File: config.mk
export PLATFORM = sky130hd
export DESIGN_NAME = serial_port_four_mode
export DESIGN_NICKNAME = d
export VERILOG_FILES = /design/src/hdl/serial_port_four_mode.v /design/src/hdl/serial_tx.v /design/src/hdl/serial_rx.v
export VERILOG_INCLUDE_DIRS = /design/src /design/src/hdl
export SDC_FILE = /design/constraint.sdc
export NUM_CORES = 1
export LEC_CHECK = 0
export BUFFER_PORTS_ARGS = -buffer_cell sky130_fd_sc_hd__buf_2
export CORE_ASPECT_RATIO = 1.2
export CORE_MARGIN = 3
export CORE_UTILIZATION = 60
export DETAILED_ROUTE_END_ITERATION = 7
export GPL_TIMING_DRIVEN = 0
export HOLD_SLACK_MARGIN = 0.03
export PLACE_DENSITY = 0.76
export SETUP_SLACK_MARGIN = 0.1
export SLEW_MARGIN = 20
export SYNTH_ARGS = -nofsm -noshare
export SYNTH_HDL_FRONTEND = slang
export SYNTH_SLANG_ARGS = --single-unit
export TNS_END_PERCENT = 50
File: constraint.sdc
create_clock -name ref_clk -period 4.56 [get_ports ref_clk]
set_input_delay 0.912 -clock ref_clk [delete_from_list [all_inputs] [get_ports ref_clk]]
set_output_delay 0.912 -clock ref_clk [all_outputs]
set_load 0.02 [all_outputs]
File: src/hdl/serial_port_consts.vh
// Register map, field positions, reset values and timing counts.
`ifndef SERIAL_PORT_CONSTS_VH
`define SERIAL_PORT_CONSTS_VH
// ********************
// Register addresses
// ********************
`define ADDR_CTRL 8'h98
`define ADDR_BUF 8'h99
`define ADDR_RATE 8'h9a
`define ADDR_STAT 8'h9b
// ********************
// Reset values
// ********************
`define CTRL_RESET 8'h00
`define RATE_RESET 1'b0
// ********************
// Control register fields
// ********************
`define BIT_MODE_HI 7
`define BIT_MODE_LO 6
`define BIT_MPE 5
`define BIT_RXEN 4
`define BIT_TX9 3
`define BIT_RX9 2
`define BIT_TXDONE 1
`define BIT_RXDONE 0
// ********************
// Rate and status fields
// ********************
`define BIT_RATE_FAST 0
`define BIT_ST_OVERRUN 2
`define BIT_ST_RXBUSY 1
`define BIT_ST_TXBUSY 0
// ********************
// Modes
// ********************
`define MODE_SHIFT 2'b00
`define MODE_UART8 2'b01
`define MODE_UART9F 2'b10
`define MODE_UART9V 2'b11
// ********************
// Timing counts
// ********************
`define SHIFT_LAST 4'hb
`define SHIFT_HALF 4'h6
`define OS_LAST 4'hf
`define OS_MID 4'h8
`define FIX_SLOW_LAST 2'h3
`define FIX_FAST_LAST 2'h1
`endif

File: src/hdl/serial_port_four_mode.v
// Four-mode serial port: register access, shift mode and async framing.
//
// Behaviour
// - In modes 1 to 3 transmit and receive paths are independent and may run together.
// - A received byte stays readable while the next one arrives.
// - Buffer writes load the transmitter; buffer reads return receive holding.
// - Mode 0 shifts 8 bits LSB first on rxd, clock on txd at osc/12.
// - Mode 1 frame: start 0, 8 data bits LSB first, stop 1.
// - Mode 1 stores the received stop bit in the rx ninth bit flag.
// - Modes 2 and 3 frame: start, 8 data bits, ninth bit, stop.
// - Modes 2 and 3 send the software tx ninth bit as bit nine.
// - Modes 2 and 3 store received ninth bit, ignoring the stop bit.
// - Mode 2 bit rate is osc/64 or osc/32.
// - Modes 1 and 3 use the variable bit rate; mode 3 equals mode 2.
// - Any buffer write starts a transmission in every mode.
// - Mode 0 reception starts when rx done is clear and rx enabled.
// - Modes 1 to 3 start reception on a start bit when rx enabled.
// - Tx done and rx done flags set at frame end, pollable.
// - Modes 2 and 3 with multiproc enable flag only ninth bit one.
// - Mode 1 with multiproc enable flags only with valid stop bit.
// - Multiproc enable has no effect in mode 0.
// - Mode bits: 00 shift, 01 8-bit variable, 10 9-bit fixed, 11 variable.
// - Receive enable changes only by software and gates the start of each reception; only mode 0 aborts a reception on disable.
//
// Decided for this implementation: the register offsets and the plain strobed port.
`timescale 1ns/100ps
`include "serial_port_consts.vh"
module serial_port_four_mode (
	// Clock and reset
	input wire ref_clk,
	input wire resetn,
	// Register port
	input wire [7:0] regAddr,
	input wire [7:0] regWdata,
	input wire regWrite,
	input wire regRead,
	output reg [7:0] regRdata,
	// Variable rate tick, sixteen per bit
	input wire baudTick,
	// Serial pins
	input wire rxdIn,
	output reg rxdOut,
	output reg rxdOe,
	output reg txd,
	// Event flags
	output reg txDoneFlag,
	output reg rxDoneFlag
);
	// ********************
	// Address decode
	// ********************
	function hit;
		input [7:0] addr;
		input [7:0] loc;
		begin
			hit = (addr == loc);
		end
	endfunction

	// ********************
	// Reset release and pin synchronisers
	// ********************
	reg [1:0] rstSync_q;
	reg rxdMeta_q;
	reg rxdSync_q;
	// The rate clock comes from another domain: two stages, then an edge.
	reg [2:0] baudSync_q;
	wire rstn = rstSync_q[1];
	wire baudEdge = baudSync_q[1] && !baudSync_q[2];

	always @(posedge ref_clk or negedge resetn) begin
		if (!resetn) begin
			rstSync_q <= 2'b00;
		end else begin
			rstSync_q <= {rstSync_q[0], 1'b1};
		end
	end

	always @(posedge ref_clk or negedge rstn) begin
		if (!rstn) begin
			rxdMeta_q <= 1'b1;
			rxdSync_q <= 1'b1;
			baudSync_q <= 3'h0;
		end else begin
			rxdMeta_q <= rxdIn;
			rxdSync_q <= rxdMeta_q;
			baudSync_q <= {baudSync_q[1:0], baudTick};
		end
	end

	// ********************
	// Control state
	// ********************
	reg [1:0] modeSel_q;
	reg multiprocEnable_q;
	reg rxEnable_q;
	reg txNinth_q;
	reg rxNinth_q;
	reg rxHoldFull_q;
	reg txDone_q;
	reg [7:0] rxHold_q;
	reg rateFast_q;
	reg overrun_q;

	wire ctrlWr = regWrite && hit(regAddr, `ADDR_CTRL);
	wire bufWr = regWrite && hit(regAddr, `ADDR_BUF);
	wire rateWr = regWrite && hit(regAddr, `ADDR_RATE);
	wire statWr = regWrite && hit(regAddr, `ADDR_STAT);
	wire modeShift = (modeSel_q == `MODE_SHIFT);
	wire modeNine = modeSel_q[1];

	// ********************
	// Bit-rate ticks
	// ********************
	// Mode 2 divides the oscillator by 2 or 4 into sixteen ticks per bit,
	// so one bit lasts 32 or 64 oscillator periods.
	reg [1:0] fixCnt_q;
	reg fixTick_q;
	wire [1:0] fixLast = rateFast_q ? `FIX_FAST_LAST : `FIX_SLOW_LAST;

	always @(posedge ref_clk or negedge rstn) begin
		if (!rstn) begin
			fixCnt_q <= 2'h0;
			fixTick_q <= 1'b0;
		end else begin
			fixTick_q <= (fixCnt_q == fixLast);
			fixCnt_q <= (fixCnt_q == fixLast) ? 2'h0 : fixCnt_q + 2'h1;
		end
	end

	// Modes 1 and 3 run from the outside rate generator.
	wire osTick = (modeSel_q == `MODE_UART9F) ? fixTick_q : baudEdge;

	// ********************
	// Asynchronous transmitter and receiver
	// ********************
	wire txLine;
	wire txBusy;
	wire txDoneP;
	wire [7:0] rxData;
	wire rxBit9;
	wire rxStopOk;
	wire rxBusy;
	wire rxDoneP;

	// Separate engines let a frame go out while another arrives.
	serial_tx u_tx (
		.clk(ref_clk),
		.rstn(rstn),
		.tick(osTick),
		.start(bufWr && !modeShift),
		.data(regWdata),
		.ninth(txNinth_q),
		.nine(modeNine),
		.line(txLine),
		.busy(txBusy),
		.done(txDoneP)
	);

	serial_rx u_rx (
		.clk(ref_clk),
		.rstn(rstn),
		.tick(osTick),
		.rxIn(rxdSync_q),
		.enable(rxEnable_q && !modeShift),
		.nine(modeNine),
		.data(rxData),
		.bit9(rxBit9),
		.stopOk(rxStopOk),
		.busy(rxBusy),
		.done(rxDoneP)
	);

	// Frame filter: in mode 1 the stop bit must be valid, in modes 2 and 3
	// the ninth bit must be one, whenever multiprocessor filtering is on.
	wire frameWanted = !multiprocEnable_q ||
		(modeNine ? rxBit9 : rxStopOk);
	// The holding register is never overwritten while rx done is set, so the
	// newer byte is the one that is lost.
	wire frameAccept = rxDoneP && frameWanted && !rxHoldFull_q;
	wire frameLost = rxDoneP && frameWanted && rxHoldFull_q;

	// ********************
	// Shift register mode engine
	// ********************
	reg shBusy_q;
	reg shTx_q;
	reg [3:0] shCnt_q;
	reg [2:0] shBit_q;
	reg [7:0] shData_q;
	reg shDone_q;
	// Multiprocessor enable plays no part in this path.
	wire shRxStart = modeShift && rxEnable_q && !rxHoldFull_q &&
		!shBusy_q && !bufWr;

	always @(posedge ref_clk or negedge rstn) begin
		if (!rstn) begin
			shBusy_q <= 1'b0;
			shTx_q <= 1'b0;
			shCnt_q <= 4'h0;
			shBit_q <= 3'h0;
			shData_q <= 8'h00;
			shDone_q <= 1'b0;
		end else begin
			shDone_q <= 1'b0;
			if (bufWr && modeShift) begin
				shBusy_q <= 1'b1;
				shTx_q <= 1'b1;
				shCnt_q <= 4'h0;
				shBit_q <= 3'h0;
				shData_q <= regWdata;
			end else if (shRxStart) begin
				shBusy_q <= 1'b1;
				shTx_q <= 1'b0;
				shCnt_q <= 4'h0;
				shBit_q <= 3'h0;
			end else if (shBusy_q) begin
				if (!modeShift || (!shTx_q && !rxEnable_q)) begin
					// Leaving the mode or disabling reception aborts.
					shBusy_q <= 1'b0;
				end else begin
					shCnt_q <= (shCnt_q == `SHIFT_LAST) ?
						4'h0 : shCnt_q + 4'h1;
					if (!shTx_q && shCnt_q == `SHIFT_HALF) begin
						shData_q <= {rxdSync_q, shData_q[7:1]};
					end
					if (shCnt_q == `SHIFT_LAST) begin
						if (shTx_q) begin
							shData_q <= {1'b1, shData_q[7:1]};
						end
						if (shBit_q == 3'h7) begin
							shBusy_q <= 1'b0;
							shDone_q <= 1'b1;
						end else begin
							shBit_q <= shBit_q + 3'h1;
						end
					end
				end
			end
		end
	end

	// ********************
	// Completion events
	// ********************
	wire txEvt = txDoneP || (shDone_q && shTx_q);
	wire rxEvtShift = shDone_q && !shTx_q;
	wire rxEvt = frameAccept || rxEvtShift;

	// ********************
	// Register writes and hardware updates
	// ********************
	always @(posedge ref_clk or negedge rstn) begin
		if (!rstn) begin
			modeSel_q <= 2'b00;
			multiprocEnable_q <= 1'b0;
			rxEnable_q <= 1'b0;
			txNinth_q <= 1'b0;
			rxNinth_q <= 1'b0;
			rxHoldFull_q <= 1'b0;
			txDone_q <= 1'b0;
			rxHold_q <= 8'h00;
			rateFast_q <= `RATE_RESET;
			overrun_q <= 1'b0;
		end else begin
			if (ctrlWr) begin
				modeSel_q <= {regWdata[`BIT_MODE_HI],
					regWdata[`BIT_MODE_LO]};
				multiprocEnable_q <= regWdata[`BIT_MPE];
				rxEnable_q <= regWdata[`BIT_RXEN];
				txNinth_q <= regWdata[`BIT_TX9];
			end
			if (rateWr) begin
				rateFast_q <= regWdata[`BIT_RATE_FAST];
			end
			// Hardware loads win over a software write in the same cycle.
			if (frameAccept) begin
				rxHold_q <= rxData;
				rxNinth_q <= rxBit9;
			end else if (rxEvtShift) begin
				rxHold_q <= shData_q;
			end else if (ctrlWr) begin
				rxNinth_q <= regWdata[`BIT_RX9];
			end
			// Flags are set by hardware or by a software write, and cleared only by software.
			if (txEvt) begin
				txDone_q <= 1'b1;
			end else if (ctrlWr) begin
				txDone_q <= regWdata[`BIT_TXDONE];
			end
			if (rxEvt) begin
				rxHoldFull_q <= 1'b1;
			end else if (ctrlWr) begin
				rxHoldFull_q <= regWdata[`BIT_RXDONE];
			end
			if (frameLost) begin
				overrun_q <= 1'b1;
			end else if (statWr) begin
				overrun_q <= regWdata[`BIT_ST_OVERRUN];
			end
		end
	end

	// ********************
	// Register reads
	// ********************
	reg [7:0] readMux;

	always @* begin
		readMux = 8'h00;
		if (hit(regAddr, `ADDR_CTRL)) begin
			readMux[`BIT_MODE_HI] = modeSel_q[1];
			readMux[`BIT_MODE_LO] = modeSel_q[0];
			readMux[`BIT_MPE] = multiprocEnable_q;
			readMux[`BIT_RXEN] = rxEnable_q;
			readMux[`BIT_TX9] = txNinth_q;
			readMux[`BIT_RX9] = rxNinth_q;
			readMux[`BIT_TXDONE] = txDone_q;
			readMux[`BIT_RXDONE] = rxHoldFull_q;
		end else if (hit(regAddr, `ADDR_BUF)) begin
			readMux = rxHold_q;
		end else if (hit(regAddr, `ADDR_RATE)) begin
			readMux[`BIT_RATE_FAST] = rateFast_q;
		end else if (hit(regAddr, `ADDR_STAT)) begin
			readMux[`BIT_ST_OVERRUN] = overrun_q;
			readMux[`BIT_ST_RXBUSY] = rxBusy || (shBusy_q && !shTx_q);
			readMux[`BIT_ST_TXBUSY] = txBusy || (shBusy_q && shTx_q);
		end
	end

	always @(posedge ref_clk or negedge rstn) begin
		if (!rstn) begin
			regRdata <= 8'h00;
		end else begin
			// Data stand only in the cycle after the read strobe.
			regRdata <= regRead ? readMux : 8'h00;
		end
	end

	// ********************
	// Pin drivers
	// ********************
	// The shift clock is low for the first half of each twelve-cycle bit
	// and rises mid-bit, where the receive sample is taken.
	always @(posedge ref_clk or negedge rstn) begin
		if (!rstn) begin
			txd <= 1'b1;
			rxdOut <= 1'b1;
			rxdOe <= 1'b0;
			txDoneFlag <= 1'b0;
			rxDoneFlag <= 1'b0;
		end else begin
			if (modeShift) begin
				txd <= shBusy_q ? (shCnt_q >= `SHIFT_HALF) : 1'b1;
			end else begin
				txd <= txLine;
			end
			rxdOe <= shBusy_q && shTx_q;
			rxdOut <= (shBusy_q && shTx_q) ? shData_q[0] : 1'b1;
			txDoneFlag <= txDone_q;
			rxDoneFlag <= rxHoldFull_q;
		end
	end
endmodule // serial_port_four_mode

File: src/hdl/serial_tx.v
// Asynchronous frame transmitter for the 8-bit and 9-bit modes.
`timescale 1ns/100ps
`include "serial_port_consts.vh"
module serial_tx (
	// Clock and reset
	input wire clk,
	input wire rstn,
	// Sixteen-times bit-rate tick
	input wire tick,
	// Load request
	input wire start,
	input wire [7:0] data,
	input wire ninth,
	input wire nine,
	// Line and status
	output reg line,
	output reg busy,
	output reg done
);
	reg [10:0] sh_q;
	reg [3:0] bitCnt_q;
	reg [3:0] osCnt_q;

	always @(posedge clk or negedge rstn) begin
		if (!rstn) begin
			sh_q <= 11'h7ff;
			bitCnt_q <= 4'h0;
			osCnt_q <= 4'h0;
			line <= 1'b1;
			busy <= 1'b0;
			done <= 1'b0;
		end else begin
			done <= 1'b0;
			if (start) begin
				// A new load restarts any frame in flight.
				sh_q <= {1'b1, (nine ? ninth : 1'b1), data, 1'b0};
				bitCnt_q <= nine ? 4'hb : 4'ha;
				osCnt_q <= 4'h0;
				line <= 1'b0;
				busy <= 1'b1;
			end else if (busy && tick) begin
				if (osCnt_q == `OS_LAST) begin
					osCnt_q <= 4'h0;
					if (bitCnt_q == 4'h1) begin
						busy <= 1'b0;
						done <= 1'b1;
						line <= 1'b1;
					end else begin
						sh_q <= {1'b1, sh_q[10:1]};
						line <= sh_q[1];
						bitCnt_q <= bitCnt_q - 4'h1;
					end
				end else begin
					osCnt_q <= osCnt_q + 4'h1;
				end
			end
		end
	end
endmodule // serial_tx

File: src/hdl/serial_rx.v
// Asynchronous frame receiver for the 8-bit and 9-bit modes.
`timescale 1ns/100ps
`include "serial_port_consts.vh"
module serial_rx (
	// Clock and reset
	input wire clk,
	input wire rstn,
	// Sixteen-times bit-rate tick
	input wire tick,
	// Synchronised line and control
	input wire rxIn,
	input wire enable,
	input wire nine,
	// Completed frame
	output reg [7:0] data,
	output reg bit9,
	output reg stopOk,
	output reg busy,
	output reg done
);
	reg [8:0] sh_q;
	reg [3:0] bitCnt_q;
	reg [3:0] osCnt_q;
	reg prev_q;
	wire [3:0] lastBit;

	assign lastBit = nine ? 4'ha : 4'h9;

	always @(posedge clk or negedge rstn) begin
		if (!rstn) begin
			sh_q <= 9'h000;
			bitCnt_q <= 4'h0;
			osCnt_q <= 4'h0;
			prev_q <= 1'b1;
			data <= 8'h00;
			bit9 <= 1'b0;
			stopOk <= 1'b0;
			busy <= 1'b0;
			done <= 1'b0;
		end else begin
			done <= 1'b0;
			if (tick) begin
				prev_q <= rxIn;
			end
			if (!busy) begin
				if (tick && enable && prev_q && !rxIn) begin
					busy <= 1'b1;
					bitCnt_q <= 4'h0;
					osCnt_q <= 4'h1;
				end
			end else if (tick) begin
				osCnt_q <= osCnt_q + 4'h1;
				if (osCnt_q == `OS_MID) begin
					if (bitCnt_q == 4'h0 && rxIn) begin
						// A glitch, not a start bit.
						busy <= 1'b0;
					end else if (bitCnt_q == lastBit) begin
						busy <= 1'b0;
						done <= 1'b1;
						stopOk <= rxIn;
						data <= nine ? sh_q[7:0] : sh_q[8:1];
						bit9 <= nine ? sh_q[8] : rxIn;
					end else begin
						if (bitCnt_q != 4'h0) begin
							sh_q <= {rxIn, sh_q[8:1]};
						end
						bitCnt_q <= bitCnt_q + 4'h1;
					end
				end
			end
		end
	end
endmodule // serial_rx

==> Word-level counts from Yosys, hierarchy flattened <==
Cells that the tools add are included.
{ "totals": {"ff_bits": 111} }
{ "op_classes": {"n_mux": 105, "n_reduce_logical": 68, "add_sub_neg": 7, "n_lt_le_gt_ge": 1, "n_bitwise": 2, "n_eq_ne": 23} }
{ "op_table": {"columns": ["operator", "count"], "rows": [
  ["$mux W8", 12],
  ["$mux W4", 21],
  ["$mux W1", 55],
  ["$mux W11", 4],
  ["$eq A8 B8 Y1 const B", 4],
  ["$logic_and A1 B1 Y1", 26],
  ["$mux W3", 8],
  ["$reduce_bool A2 Y1", 11],
  ["$add A4 B1 Y4 const B", 4],
  ["$eq A4 B4 Y1 const B", 3],
  ["$ne A2 B2 Y1 const B", 5],
  ["$reduce_and A5 Y1", 2],
  ["$logic_not A1 Y1", 9],
  ["$reduce_and A3 Y1", 3],
  ["$mux W2", 4],
  ["$reduce_and A2 Y1", 4],
  ["$logic_or A1 B1 Y1", 6],
  ["$ne A2 B1 Y1 const B", 3],
  ["$ne A3 B3 Y1 const B", 2],
  ["$reduce_and A6 Y1", 1],
  ["$reduce_bool A3 Y1", 2],
  ["$mux W5", 1],
  ["$eq A4 B1 Y1 const B", 1],
  ["$eq A4 B3 Y1 const B", 1],
  ["other kinds (13)", 14]
]} }

==> Depth between registers and ports, before layout <==
{ "logic_depth": {"depth_word": 9, "ltp_mapped": 8, "depth_no_buf": 7} }

==> Cells and area by module <==
A second synthesis with hierarchy kept.
{ "hier_totals": {"cells_unflattened": 484, "hier_area_um2": 5425.2} }
{ "modules_own_cells": {"columns": ["module", "cells_each", "instances", "seq_area_each_um2", "area_per_inst_um2"], "rows": [
  ["serial_port_four_mode", 228, 1, 1481.4, 2697.6],
  ["serial_rx", 128, 1, 752.0, 1505.2],
  ["serial_tx", 128, 1, 513.0, 1222.4]
]} }

==> Least setup slack after synthesis <==
No wires, ideal clock.
{ "synth_path": {"path_kind": "input-to-reg", "startpoint": "input port regAddr[6]", "endpoint": "register rxHoldFull_q", "slack_ps": 1841, "setup_time_ps": 131, "t_arrival_ps": 2588, "path_buffers": 1, "t_required_ps": 4429, "stages": 6, "cell_sequence": "nand4bb_4 > or2_4 > or4b_4 > buf_6 > mux2_4 > or3_1"} }
{ "synth_between": {"elab_chain_len": 3} }
{ "synth_lines": {"columns": ["element", "line_no", "rtl"], "rows": [
  ["from (decl)", "serial_port_four_mode.v:33", "input wire [7:0] regAddr,"],
  ["$eq A8 B8 Y1", "serial_port_four_mode.v:56", "hit = (addr == loc);"],
  ["$logic_and A1 B1 Y1", "serial_port_four_mode.v:105", "wire ctrlWr = regWrite && hit(regAddr, `ADDR_CTRL);"],
  ["$reduce_bool A2 Y1 (no line)", null, null],
  ["to (signal assigned)", "serial_port_four_mode.v:294", "rxHoldFull_q <= regWdata[`BIT_RXDONE];"],
  ["to (decl)", "serial_port_four_mode.v:99", "reg rxHoldFull_q;"]
]} }
Every way passes these cells.
A chain may end at the register's enable or synchronous reset.

==> Worst setup path after layout <==
{ "layout_path": {"startpoint": "input port regAddr[6]", "endpoint": "register shData_q[5]"} }
{ "layout_between": {"elab_chain_len": 6, "elab_cells_between_ends": 10, "classes_between": "eq/ne: 3; mux: 1; reduce/logical: 6"} }
{ "layout_lines": {"columns": ["element", "line_no", "rtl"], "rows": [
  ["$eq A8 B8 Y1 *", "serial_port_four_mode.v:56", null],
  ["$logic_and A1 B1 Y1 *", "serial_port_four_mode.v:106", "wire bufWr = regWrite && hit(regAddr, `ADDR_BUF);"],
  ["$logic_not A1 Y1", "serial_port_four_mode.v:194", "!shBusy_q && !bufWr;"],
  ["$logic_and A1 B1 Y1", "serial_port_four_mode.v:194", null],
  ["$ne A2 B1 Y1 (no line)", null, null],
  ["$reduce_and A3 Y1 (no line)", null, null],
  ["to (signal assigned)", "serial_port_four_mode.v:211", "shData_q <= regWdata;"],
  ["to (signal assigned)", "serial_port_four_mode.v:225", "shData_q <= {rxdSync_q, shData_q[7:1]};"],
  ["to (signal assigned)", "serial_port_four_mode.v:229", "shData_q <= {1'b1, shData_q[7:1]};"],
  ["to (decl)", "serial_port_four_mode.v:190", "reg [7:0] shData_q;"]
]} }
Every way passes the cells marked *; elsewhere a longest branch is shown, timed or not.

==> flow_summary.ini <==
[sta]
setup-tns-final_ns = 0
slew_violations = 0
hold_viol = 0
period_minus_slack_ns = 2.519
finalClockSkew_ns = 0.01308
max_freq_mhz = 396.9
finalSetupViolCount = 0
rsz0062_at_grt = no
fin_crit_sh_pct = 55.25
tightestPinTransition_ns = 0.7716
relSlewSlack_pct = 48.16

[logic_synthesis]
synth_cells = 472
yosysWarnings = 0
synth_area_per_cell_um2 = 10.67
ys_ff_latch = 109
synth_nets = 505
synth_top_area_share_pct = 46.72
seq_area_frac_synth_pct = 54.55
synth_top_area_cell = dfrtp_1
ys_top_cells_by_area = dfrtp_1, mux2i_1, dfstp_2, mux2_2, nand2_1
synth_edf_count = 0
synth_area_um2 = 5035
synthArstFlopShare_pct = 100.0
ys.flop_type = dfrtp_1
yosysUniqueCellTypes = 51

[die]
fp.coreArea_um2 = 7926
ios = 35
initial_utilization_pct = 63.52
rows = 35
die_w_um = 89.63
fp.dieH_um = 106.4
dieArea_um2 = 9532

[grt]
grt_usage_pct = 22.97
grt_max_degree = 62
antenna_found_initial = 0
grt_overflow = 0
grt_first_pass_wirelength_um = 16850
grt_pass1_vias = 3585

[power_and_ir_drop]
vdd_drop_max_v = 0.0001965
p_per_area_nw_per_um2 = 363.6
leakage_nw = 2.631

[setup_path]
required_ns = 4.81
worst_setup_path_end_kind = register
crit_fanout = 10
crit_type = in -> reg
start_kind = primary input
critical_path_arrival_ns = 2.77

[worst_hold_path]
hp-class = in -> async

[layout]
fin_cells = 634
num-nets-final = 551
insertedDiodeCount = 0
syn2layout_area_growth_pct = 10.81
layout-drive-gt1-share_pct = 19.31

[drt]
vias_per_cell = 5.689
via_count = 3607
drt_iter0_drc = 219
ant_nets = 0
first_pass_iters = 4
drc = 0
wl_per_cell_um = 15.65
wl_um = 9921

[flow_run]
cap_violations = 0

[clock_tree]
clk_latency_ns = 0.38
postCtsHoldBufs = 0
clkTransAtPathRegs_ns = 0.11
cts_sinks = 109
htreeDepth = 3
root_buffer = clkbuf_8
cts_setup_buffers = 0
cts_buffers = 9
cts_tree = yes
cts_resized = 0
clockBufferDepth = 2

[placed_design]
dp_hpwl_um = 7251
dp_cells = 618
routabilityCongestion = 0.8841
port_buffers = 34

[status]
status = finished clean
-- Yosys cell counts, drive strengths merged (8+ instances only) --
library cell  number
nand2             53
clkbuf            16
nor2              45
dfstp             15
mux2i             41
ha                11
o21ai             36
nand3              9
inv               16
dfrtp             94
a21oi             25
nor3              12
nand4              8
mux2              23
-- worst max-delay path: stages --
cell and delay (ns):
buf_2 0.10, nand4bb_4 0.22, nor3_1 0.65, nand2_1 0.37, clkbuf_1 0.32, nor2_1 0.15
a21oi_1 0.05
-- sequential cells by signal, summed over array words and instances, names as in the netlist, 2 cells and up --
name,cells
u_rx.bitCnt_q,4
rstSync_q,2
regRdata,8
u_tx.bitCnt_q,4
modeSel_q,2
shBit_q,3
u_tx.osCnt_q,4
u_tx.sh_q,9
fixCnt_q,2
baudSync_q,3
u_rx.osCnt_q,4
shData_q,8
u_rx.data,8
rxHold_q,8
u_rx.sh_q,9
shCnt_q,4
-- worst paths after layout --
| kind | slack [ns] | depth (start not counted) | endpoint | startpoint |
|---|---|---|---|---|
| min reg2reg | 0.35 | 0 | u_rx.bitCnt_q[1] | rstSync_q[1] |
| min | 0.29 | 1 | rstSync_q[1] | resetn |
| min in group ref_clk | 0.36 | 0 | rxdSync_q | rxdMeta_q |
| max reg2reg | 2.21 | 6 | u_rx.sh_q[7] | modeSel_q[1] |
| max | 2.04 | 7 | shData_q[5] | regAddr[6] |
| max in group asynchronous | 3.44 | 1 | u_tx.sh_q[1] | rstSync_q[1] |
-- power by group --
| part | switching (mW) | internal (mW) |
|---|---|---|
| Sequential | 0.101 | 1.07 |
| Clock | 0.364 | 0.218 |
| Combinational | 0.151 | 0.127 |
-- kinds of logic (layout without fill, tap and decap cells) --
family                   after synthesis  in the layout  share of synthesized area (%)
AND/OR/NAND/NOR                      162            162                          15.83
buffers and inverters                 37             88                          2.957
multiplexers                          64             64                          13.37
flip-flops                           109            109                          54.55
AO/OA/AOI/OAI                         81             81                          9.269
adder cells (fa/ha/maj)               11             11                          2.734
XOR/XNOR                               7              7                          1.218
other                                  1              1                        0.07448
-- metrics by stage --
stage	utilization [%]	hold slack, ns	power, mW	setup WS [ns]	cell area [um^2]
after CTS	70.39	0.2900	2.042	2.057	5579
final	70.39	0.2927	2.029	2.041	5579
after detailed placement	67.81	0.3420	1.467	1.662	5375
after global placement	67.42	0.3332	1.441	0.2851	5344
after global routing	70.39	0.2817	2.139	1.895	5579
after floorplan	-	0.3312	1.368	1.325	5035
-- placed cells by master (no fill, tap or decap), types with 4 or more instances in the layout --
| cell type | Yosys | layout |
|---|---|---|
| nor3_1 | 12 | 12 |
| or3_1 | 5 | 5 |
| mux2i_1 | 41 | 41 |
| o21ai_0 | 36 | 36 |
| clkbuf_1 | 16 | 16 |
| a21oi_1 | 25 | 25 |
| clkbuf_8 | 0 | 9 |
| and3_1 | 4 | 4 |
| a22oi_1 | 4 | 4 |
| mux2_2 | 22 | 22 |
| nand2b_1 | 5 | 5 |
| inv_1 | 16 | 16 |
| ha_1 | 11 | 11 |
| nand4_1 | 8 | 8 |
| buf_2 | 2 | 36 |
| nand2_1 | 53 | 53 |
| dfstp_2 | 15 | 15 |
| nor2_1 | 45 | 45 |
| nand3_1 | 9 | 9 |
| xor2_1 | 5 | 5 |
| dfrtp_1 | 94 | 93 |
-- layout make-up --
type | instances | area (um^2)
clock inverters | 7 | 80.08
fillers | 603 | 2347
well taps | 111 | 138.9
inverters | 16 | 60.06
flip-flops and latches | 109 | 2750
clock buffers | 9 | 123.9
plain buffers | 21 | 88.84
multi-input cells | 326 | 2140
repair buffers | 35 | 197.7
-- per-layer routing --
metal  up-vias  routed length (um)  share of wire, %  global-route usage (%)
li1       1732                   -                 -                       -
met1      1789                4347                44                   30.43
met2        74                5037                51                   37.76
met3        12                 388               3.9                   4.186
met4         0                 148               1.5                   7.340
met5         -                   0                 0                       0
Note: power is estimated with default switching activity, not from simulation.
